<file path="config.mk">
export PLATFORM = sky130hd
export DESIGN_NAME = smsp_top
export DESIGN_NICKNAME = d
export VERILOG_FILES = /design/src/smsp_pkg.sv /design/src/smsp_rx_buffer.sv /design/src/smsp_top.sv
export VERILOG_INCLUDE_DIRS = /design/src /design/src/src
export SDC_FILE = /design/constraint.sdc
export NUM_CORES = 1
export LEC_CHECK = 0
export BUFFER_PORTS_ARGS = -buffer_cell sky130_fd_sc_hd__clkbuf_2
export CAP_MARGIN = 20
export CORE_MARGIN = 2
export CORE_UTILIZATION = 48
export CTS_CLUSTER_DIAMETER = 40
export DETAILED_ROUTE_END_ITERATION = 10
export PLACE_DENSITY = 0.78
export RECOVER_POWER = 100
export SLEW_MARGIN = 10
export SYNTH_ARGS = -nofsm -noshare
export SYNTH_HDL_FRONTEND = slang
export SYNTH_SLANG_ARGS = --single-unit
</file>
<file path="constraint.sdc">
create_clock -name clk -period 2.9 [get_ports clk]
set_clock_uncertainty 0.05 [all_clocks]
set_input_delay 0.58 -clock clk [delete_from_list [all_inputs] [get_ports clk]]
set_output_delay 0.58 -clock clk [all_outputs]
set_load 0.01 [all_outputs]
</file>
<file path="src/smsp_params.svh">
// Register offsets, field positions, reset values and timing counts of the serial port
`ifndef SMSP_PARAMS_SVH
`define SMSP_PARAMS_SVH
`define SMSP_OFF_CTRL 12'h000
`define SMSP_OFF_STAT 12'h004
`define SMSP_OFF_DATA 12'h008
`define SMSP_OFF_PINS 12'h00C
`define SMSP_CTRL_IRQ_EN 7
`define SMSP_CTRL_PORT_EN 6
`define SMSP_CTRL_LSB_FIRST 5
`define SMSP_CTRL_CONTROLLER 4
`define SMSP_CTRL_CPOL 3
`define SMSP_CTRL_CPHA 2
`define SMSP_STAT_DONE 7
`define SMSP_STAT_WRITE_COLLISION_FLAG 6
`define SMSP_STAT_DOUBLE 0
`define SMSP_PINS_POWER_GATE 0
`define SMSP_PINS_GIE 1
`define SMSP_PINS_MOSI_OUT 2
`define SMSP_PINS_MISO_OUT 3
`define SMSP_PINS_SCK_OUT 4
`define SMSP_PINS_SS_OUT 5
`define SMSP_PINS_SS_LEVEL 6
`define SMSP_PINS_RESET 8'h01
`define SMSP_BITS_PER_BYTE 4'h8
`endif

</file>
<file path="src/smsp_pkg.sv">
// Types shared by the serial port files
package smsp_pkg;
   typedef enum logic [1:0] {
      SMSP_IDLE,
      SMSP_LEAD,
      SMSP_TRAIL
   } smsp_ctl_state_t;
endpackage

</file>
<file path="src/smsp_rx_buffer.sv">
// Receive buffer holding the last complete byte
`timescale 1ns/1ps
module smsp_rx_buffer
   import smsp_pkg::*;
(
   input wire logic clk,
   input wire logic rst,
   input wire logic wr_en,
   input wire logic [7:0] wr_data,
   output logic [7:0] rd_data
);
   always_ff @(posedge clk) begin
      if (rst) begin
         rd_data <= 8'h00;
      end else if (wr_en) begin
         rd_data <= wr_data;
      end
   end
endmodule

</file>
<file path="src/smsp_top.sv">
// Byte serial port, controller or target role, with an APB register slave
//
// The address map and the APB interface to the registers are this design's own decisions.
`timescale 1ns/1ps
`include "smsp_params.svh"

// What this block does
// - Controller role: data write starts clock and shifts eight bits out.
// - After a byte, clock stops, done flag set, interrupt if enabled.
// - Controller does not drive select automatically; software owns it.
// - Last received byte is kept in a receive buffer for software.
// - Target with select high: output released, clock edges ignored.
// - Target with select high accepts data writes and sends them later.
// - Receive is double buffered; software reads before next byte completes.
// - Enabled port forces role inputs (MISO for controller; MOSI, SCK, select for target); output enables follow pins bits.
// - Target select is always input; low select activates output if enabled.
// - Target select high resets bit counter and drops partial byte.
// - Controller with select as output: pin is plain general output.
// - Controller with select as input: low clears controller select.
// - Lost controller role sets done flag, interrupt with both enables.
// - Data shifts out on one clock edge, sampled on the other.
// - Four clock polarity and phase modes with fixed sample edges.
// - Port stays disabled while the power gate bit is one.
// - Controller to target on MOSI, target to controller on MISO.
// - Bit order select one sends LSB first, zero MSB first.
// - Data write during a transfer sets the write collision flag.
// - Controller clock divided from system clock, divide 2 to 128.
// - Clock polarity one idles the clock high, zero idles low.
module smsp_top
   import smsp_pkg::*;
(
   input wire logic clk,
   input wire logic rst,
   input wire logic psel,
   input wire logic penable,
   input wire logic pwrite,
   input wire logic [11:0] paddr,
   input wire logic [31:0] pwdata,
   output logic [31:0] prdata,
   output logic pready,
   output logic pslverr,
   input wire logic mosi_in,
   output logic mosi_out,
   output logic mosi_oe,
   input wire logic miso_in,
   output logic miso_out,
   output logic miso_oe,
   input wire logic sck_in,
   output logic sck_out,
   output logic sck_oe,
   input wire logic ss_in,
   output logic ss_out,
   output logic ss_oe,
   output logic irq
);
   // ==========================================================
   // Registers and state
   logic [7:0] ctrl;
   logic [7:0] pins;
   logic double_rate;
   logic done_flag;
   logic write_collision_flag_flag;
   logic stat_seen;
   logic [7:0] shifter;
   logic [3:0] bit_cnt;
   logic [6:0] div_cnt;
   logic busy;
   smsp_ctl_state_t ctl_state;
   logic mosi_s1, mosi_s2, miso_s1, miso_s2, sck_s1, sck_s2, ss_s1, ss_s2;
   logic sck_prev;
   logic [7:0] rx_data;
   logic rx_wr;
   logic [7:0] rx_byte;

   wire transfer_irq_enable = ctrl[`SMSP_CTRL_IRQ_EN];
   wire serial_power_gate = pins[`SMSP_PINS_POWER_GATE];
   wire port_enable = ctrl[`SMSP_CTRL_PORT_EN] & ~serial_power_gate;
   wire bit_order_select = ctrl[`SMSP_CTRL_LSB_FIRST];
   wire controller_select = ctrl[`SMSP_CTRL_CONTROLLER];
   wire cpol = ctrl[`SMSP_CTRL_CPOL];
   wire cpha = ctrl[`SMSP_CTRL_CPHA];
   wire is_ctl = port_enable & controller_select;
   wire is_tgt = port_enable & ~controller_select;

   // ==========================================================
   // APB access decode
   wire acc = psel & penable;
   wire wr = acc & pwrite;
   wire rd = acc & ~pwrite;
   wire hit_ctrl = paddr == `SMSP_OFF_CTRL;
   wire hit_stat = paddr == `SMSP_OFF_STAT;
   wire hit_data = paddr == `SMSP_OFF_DATA;
   wire hit_pins = paddr == `SMSP_OFF_PINS;
   wire mapped = hit_ctrl | hit_stat | hit_data | hit_pins;
   wire data_wr = wr & hit_data;
   wire data_acc = acc & hit_data;

   // ==========================================================
   // Input synchronisers
   always_ff @(posedge clk) begin
      if (rst) begin
         {mosi_s1, mosi_s2, miso_s1, miso_s2} <= 4'h0;
         {sck_s1, sck_s2} <= 2'h0;
         {ss_s1, ss_s2} <= 2'h3;
      end else begin
         mosi_s1 <= mosi_in;
         mosi_s2 <= mosi_s1;
         miso_s1 <= miso_in;
         miso_s2 <= miso_s1;
         sck_s1 <= sck_in;
         sck_s2 <= sck_s1;
         ss_s1 <= ss_in;
         ss_s2 <= ss_s1;
      end
   end

   always_ff @(posedge clk) begin
      if (rst) begin
         sck_prev <= 1'b0;
      end else begin
         sck_prev <= sck_s2;
      end
   end

   // Edges of the incoming clock, valid only while selected as target
   wire tgt_sel = is_tgt & ~ss_s2;
   wire sck_rise = sck_s2 & ~sck_prev;
   wire sck_fall = ~sck_s2 & sck_prev;
   wire tgt_lead = tgt_sel & (cpol ? sck_fall : sck_rise);
   wire tgt_trail = tgt_sel & (cpol ? sck_rise : sck_fall);
   // Controller role lost to an external select
   wire mode_fault = is_ctl & ~pins[`SMSP_PINS_SS_OUT] & ~ss_s2;

   // ==========================================================
   // Controller clock divider: half period in system cycles
   logic [6:0] half_period;
   always_comb begin
      case ({double_rate, ctrl[1:0]})
         3'b000: half_period = 7'h02;
         3'b001: half_period = 7'h08;
         3'b010: half_period = 7'h20;
         3'b011: half_period = 7'h40;
         3'b100: half_period = 7'h01;
         3'b101: half_period = 7'h04;
         3'b110: half_period = 7'h10;
         default: half_period = 7'h20;
      endcase
   end
   wire div_tick = div_cnt == half_period - 7'h01;

   // ==========================================================
   // Shift engine for both roles
   wire in_bit = is_ctl ? miso_s2 : mosi_s2;
   wire out_bit = bit_order_select ? shifter[0] : shifter[7];
   wire ctl_sample = (ctl_state == SMSP_LEAD) & div_tick & ~cpha | (ctl_state == SMSP_TRAIL) & div_tick & cpha;
   wire ctl_setup = (ctl_state == SMSP_TRAIL) & div_tick & ~cpha | (ctl_state == SMSP_LEAD) & div_tick & cpha;
   wire sample = ctl_sample | (tgt_sel & (cpha ? tgt_trail : tgt_lead));
   wire setup = ctl_setup | (tgt_sel & (cpha ? tgt_lead : tgt_trail));
   wire last_sample = sample & (bit_cnt == `SMSP_BITS_PER_BYTE - 4'h1);
   // With trailing-edge sampling the eighth sample falls in the last trailing phase
   wire ctl_last = cpha ? (bit_cnt == `SMSP_BITS_PER_BYTE - 4'h1) : (bit_cnt == `SMSP_BITS_PER_BYTE);
   wire byte_done = is_ctl ? (ctl_state == SMSP_TRAIL) & div_tick & ctl_last
                           : last_sample;
   wire [7:0] captured = bit_order_select ? {in_bit, shifter[7:1]} : {shifter[6:0], in_bit};

   always_ff @(posedge clk) begin
      if (rst) begin
         ctl_state <= SMSP_IDLE;
         div_cnt <= 7'h00;
      end else if (!is_ctl || mode_fault) begin
         ctl_state <= SMSP_IDLE;
         div_cnt <= 7'h00;
      end else begin
         div_cnt <= (ctl_state == SMSP_IDLE || div_tick) ? 7'h00 : div_cnt + 7'h01;
         case (ctl_state)
            SMSP_IDLE: begin
               if (data_wr) begin
                  ctl_state <= SMSP_LEAD;
               end
            end
            SMSP_LEAD: begin
               if (div_tick) begin
                  ctl_state <= SMSP_TRAIL;
               end
            end
            SMSP_TRAIL: begin
               if (div_tick) begin
                  ctl_state <= ctl_last ? SMSP_IDLE : SMSP_LEAD;
               end
            end
            default: ctl_state <= SMSP_IDLE;
         endcase
      end
   end

   always_ff @(posedge clk) begin
      if (rst) begin
         shifter <= 8'h00;
         bit_cnt <= 4'h0;
         busy <= 1'b0;
      end else if (data_wr && !busy) begin
         shifter <= pwdata[7:0];
         bit_cnt <= 4'h0;
         busy <= is_ctl;
      end else if (is_tgt && ss_s2) begin
         bit_cnt <= 4'h0;
         busy <= 1'b0;
      end else if (!port_enable || mode_fault) begin
         bit_cnt <= 4'h0;
         busy <= 1'b0;
      end else begin
         if (sample) begin
            shifter <= captured;
            bit_cnt <= last_sample && !is_ctl ? 4'h0 : bit_cnt + 4'h1;
            busy <= is_ctl | ~last_sample;
         end else if (setup && bit_cnt != 4'h0 && !is_ctl) begin
            busy <= 1'b1;
         end
         if (is_ctl && byte_done) begin
            busy <= 1'b0;
         end
      end
   end

   assign rx_wr = sample & (bit_cnt == `SMSP_BITS_PER_BYTE - 4'h1);
   assign rx_data = captured;

   smsp_rx_buffer u_rx (
      .clk(clk),
      .rst(rst),
      .wr_en(rx_wr),
      .wr_data(rx_data),
      .rd_data(rx_byte)
   );

   // ==========================================================
   // Control and status registers
   always_ff @(posedge clk) begin
      if (rst) begin
         ctrl <= 8'h00;
      end else if (wr && hit_ctrl) begin
         ctrl <= pwdata[7:0];
      end else if (mode_fault) begin
         ctrl[`SMSP_CTRL_CONTROLLER] <= 1'b0;
      end
   end

   always_ff @(posedge clk) begin
      if (rst) begin
         pins <= `SMSP_PINS_RESET;
         double_rate <= 1'b0;
      end else begin
         if (wr && hit_pins) begin
            pins <= pwdata[7:0];
         end
         if (wr && hit_stat) begin
            double_rate <= pwdata[`SMSP_STAT_DOUBLE];
         end
      end
   end

   // Flags clear on a data access after a status read saw them; a new event wins
   always_ff @(posedge clk) begin
      if (rst) begin
         done_flag <= 1'b0;
         write_collision_flag_flag <= 1'b0;
         stat_seen <= 1'b0;
      end else begin
         if (rd && hit_stat) begin
            stat_seen <= done_flag | write_collision_flag_flag;
         end else if (data_acc) begin
            stat_seen <= 1'b0;
         end
         if (byte_done || mode_fault) begin
            done_flag <= 1'b1;
         end else if (data_acc && stat_seen) begin
            done_flag <= 1'b0;
         end
         if (data_wr && busy) begin
            write_collision_flag_flag <= 1'b1;
         end else if (data_acc && stat_seen) begin
            write_collision_flag_flag <= 1'b0;
         end
      end
   end

   // ==========================================================
   // APB read and handshake
   always_ff @(posedge clk) begin
      if (rst) begin
         prdata <= 32'h0000_0000;
         pready <= 1'b0;
         pslverr <= 1'b0;
      end else begin
         pready <= psel & ~penable;
         pslverr <= psel & ~penable & ~mapped;
         prdata <= 32'h0000_0000;
         if (psel && !penable && !pwrite) begin
            if (hit_ctrl) begin
               prdata <= {24'h00_0000, ctrl};
            end else if (hit_stat) begin
               prdata <= {24'h00_0000, done_flag, write_collision_flag_flag, 5'h00, double_rate};
            end else if (hit_data) begin
               prdata <= {24'h00_0000, rx_byte};
            end else if (hit_pins) begin
               prdata <= {23'h00_0000, ss_s2, pins};
            end
         end
      end
   end

   // ==========================================================
   // Pin drive and interrupt
   always_ff @(posedge clk) begin
      if (rst) begin
         sck_out <= 1'b0;
         mosi_out <= 1'b0;
         miso_out <= 1'b0;
         ss_out <= 1'b1;
         {mosi_oe, miso_oe, sck_oe, ss_oe} <= 4'h0;
         irq <= 1'b0;
      end else begin
         sck_out <= (ctl_state == SMSP_LEAD) ? ~cpol : cpol;
         if (setup || (ctl_state == SMSP_IDLE && data_wr && !cpha)) begin
            mosi_out <= data_wr && ctl_state == SMSP_IDLE ?
                        (bit_order_select ? pwdata[0] : pwdata[7]) : out_bit;
         end
         if (setup || (tgt_sel && bit_cnt == 4'h0 && !cpha)) begin
            miso_out <= out_bit;
         end
         ss_out <= pins[`SMSP_PINS_SS_LEVEL];
         mosi_oe <= is_tgt ? 1'b0 : pins[`SMSP_PINS_MOSI_OUT];
         sck_oe <= is_tgt ? 1'b0 : pins[`SMSP_PINS_SCK_OUT];
         ss_oe <= is_tgt ? 1'b0 : pins[`SMSP_PINS_SS_OUT];
         miso_oe <= is_ctl ? 1'b0 : (is_tgt ? tgt_sel & pins[`SMSP_PINS_MISO_OUT] : pins[`SMSP_PINS_MISO_OUT]);
         irq <= done_flag & transfer_irq_enable & pins[`SMSP_PINS_GIE];
      end
   end
endmodule

</file>
==> qor.yml <==
status:
  status: "finished with violations"
  violations: "setup timing"
cells_and_area:
  fillCellCount: 687
  diodes: 0
  area_growth_pct: 17.9
  utilization_pct: 59.3
  drive_above_1_share_pct: 25.7
  finalNetCount: 551
  stdcell_area_um2: 4630
  final_cell_count_no_fill: 601
synth:
  synth.top_cells.by_count: "nor2_1, dfxtp_1, mux2i_1, buf_4, nand2_1"
  ys_types: 60
  synth_area_um2: 3930
  synth_ff_type: "dfxtp_1"
  yosysTopAreaCell: "dfxtp_1"
  synthArstFlopShare_pct: 0
  synth.most_common_cell: "nor2_1"
  yosys_warnings: 0
  ys_seq_area_share_pct: 40.3
  synthCells: 433
  ys_seq_elements: 79
  synth_edf_count: 0
  yosys.area.top_type_share_pct: 40.3
  ys_top_cells_by_area: "dfxtp_1, mux2i_1, nor2_1"
  syn_area_per_cell_um2: 9.07
sta:
  fin_crit_ns: 2.93
  hold_ws_ns: 0.350
  maxSlewHeadroom_pct: 52.8
  slew_viol_final: 0
  layout_setup_ws_ns: -0.0276
  tns_ns: -0.0911
  setup_violations: 5
  finalCritPeriodShare_pct: 101
  fmax_mhz: 342
  finalHoldViolations: 0
  rsz0062_at_grt: "true"
  worst_pin_slew_ns: 0.701
clock_tree:
  cts.sinks: 79
  cts-root-buf: "clkbuf_8"
  cts_tree: "yes"
  h-tree-depth: 3
  clk_pin_slew_ns: 0.08
  clk_path_buf_depth: 2
  cts_buffers: 9
  clkLatencyLatePin_ns: 0.36
global_route:
  antenna_found_initial: 0
  met2_usage_pct: 31.5
  use_met1_pct: 25.6
  overflow: 0
  grt_first_pass_wirelength_mm: 13.7
  grt_use_total_pct: 19.3
  grt_util_met3_pct: 3.59
  gr-max-usage-layer: "met2"
  grt_max_degree: 47
  grt_pass1_vias: 2911
floorplanning:
  boundaryPins: 96
  rows: 32
  die_x_um: 94.5
  coreArea_um2: 7810
  die_y_um: 94.5
  dieArea_um2: 8920
  start_util_pct: 50.3
setup_path:
  critical_path.top_delay_family: "simple AND/OR/NAND/NOR gates"
  slowest_stage: "or3_4"
  end_kind: "flop"
  critical_path_class: "flop to flop"
  cp_num_buf_inv: 2
  crit_chain: "or3_4 -> ha_4 -> and4bb_1 -> o21a_1 -> o211ai_2 -> buf_4 -> nor4b_4 -> o32ai_4 -> o21ai_4 -> buf_12 -> mux2i_4 -> nor2_1"
  critPathArrivalTime_ns: 3.11
  cp.required_ns: 3.08
  slowest_delay_ns: 0.37
  cp_max_fo: 9
  start_kind: "flop"
drt:
  drcViolationCount: 0
  dr_total_vias: 3160
  avgViaCountPerCell: 5.26
  drt_iter0_drc: 115
  wire_per_inst_um: 14.3
  dr.pass1.iters: 5
  drt-total-wl_mm: 8.57
  antenna_left: 0
placed_design:
  gp_congestion: 0.815
  placed_area_um2: 4280
  portBuffers: 48
  hpwlAfterDp_mm: 6.08
  place_ws_ns: -0.0187
  dpl.cell_count: 580
power:
  ir_worst_vdd_v: 0.000298
  total_power_mw: 2.03
  p_leak_nw: 1.79
  p_per_area_nw_per_um2: 439
flow_run:
  max_cap_viol_count: 0
hold_path:
  hp-class: "input port to flop"
==> layout make-up <==
class / instances / area [um^2] / share of cell area (%)
clock inverters: 7 / 82.6 / 1.78
well taps: 102 / 128 / 2.76
flip-flops and latches: 79 / 1590 / 34.2
inverters: 6 / 22.5 / 0.486
multi-input cells: 327 / 2250 / 48.5
clock buffers: 9 / 124 / 2.68
repair buffers: 71 / 442 / 9.54
==> state kept, by name (all words and copies together) (netlist names), 2 cells and up <==
name and cells:
u_rx.rd_data 8, pins 8, prdata 9, shifter 8, ctrl 8, bit_cnt 4, ctl_state 2, div_cnt 7
==> path summary, 6_finish.rpt <==
kind	startpoint	to	slack [ns]	depth (start not counted)
setup / recovery	ctrl[1]	shifter[1]	-0.03	12
hold / removal	ss_in	ss_s1	0.35	2
setup reg to reg	ctrl[1]	shifter[1]	-0.03	12
hold reg to reg	ss_s1	ss_s2	0.36	1
==> kinds of logic (layout without fill, tap and decap cells) <==
logic type               Yosys count  after routing  share of synthesized area [%]
XOR/XNOR                          12             12                           2.68
AND/OR/NAND/NOR                  187            187                           24.8
flip-flops                        79             79                           40.3
multiplexers                      47             47                           12.7
other                              1             23                         0.0955
adder cells (fa/ha/maj)            4              4                           1.27
AO/OA/AOI/OAI                     54             54                           10.7
buffers and inverters             49             93                           7.49
==> layout by cell type, fill, tap and decap left out, drive strengths merged, types with 3 or more instances in the layout <==
cell type  synthesis  routed
nand2             22      22
inv                6      11
nor2b             17      17
clkbuf            13      57
nor3b              6       6
dfxtp             79      79
conb               1      23
nor4               4       4
or2                5       5
a211oi            10      10
o21ai              6       6
xnor2              9       9
nand2b             7       7
nand3b             4       4
xor2               3       3
and2               5       5
and3               3       3
nand3              6       6
nor2              84      84
nor3               9       9
or3                4       4
ha                 4       4
mux2               3       3
mux2i             42      42
a21oi             19      19
buf               30      23
==> repair_timing <==
item | in CTS | in global routing
hold buffers | 0 | 0
endpoints found under the hold margin | 0 | 0
endpoints found under the setup margin | 5 | 22
gates cloned | 0 | 0
buffers inserted | 1 | 4
resized for setup | 1 | 18
pin swaps | 2 | 10
==> per-layer routing <==
layer,vias up,routed length [um]
li1,1564,-
met1,1491,4030
met2,95,3990
met3,10,467
met4,0,84
met5,-,0
==> power by group <==
part | switching, mW | internal, mW
Clock | 0.440 | 0.414
Combinational | 0.0550 | 0.0306
Sequential | 0.00297 | 1.09
Total | 0.498 | 1.54
(Power assumes the default switching activity.)
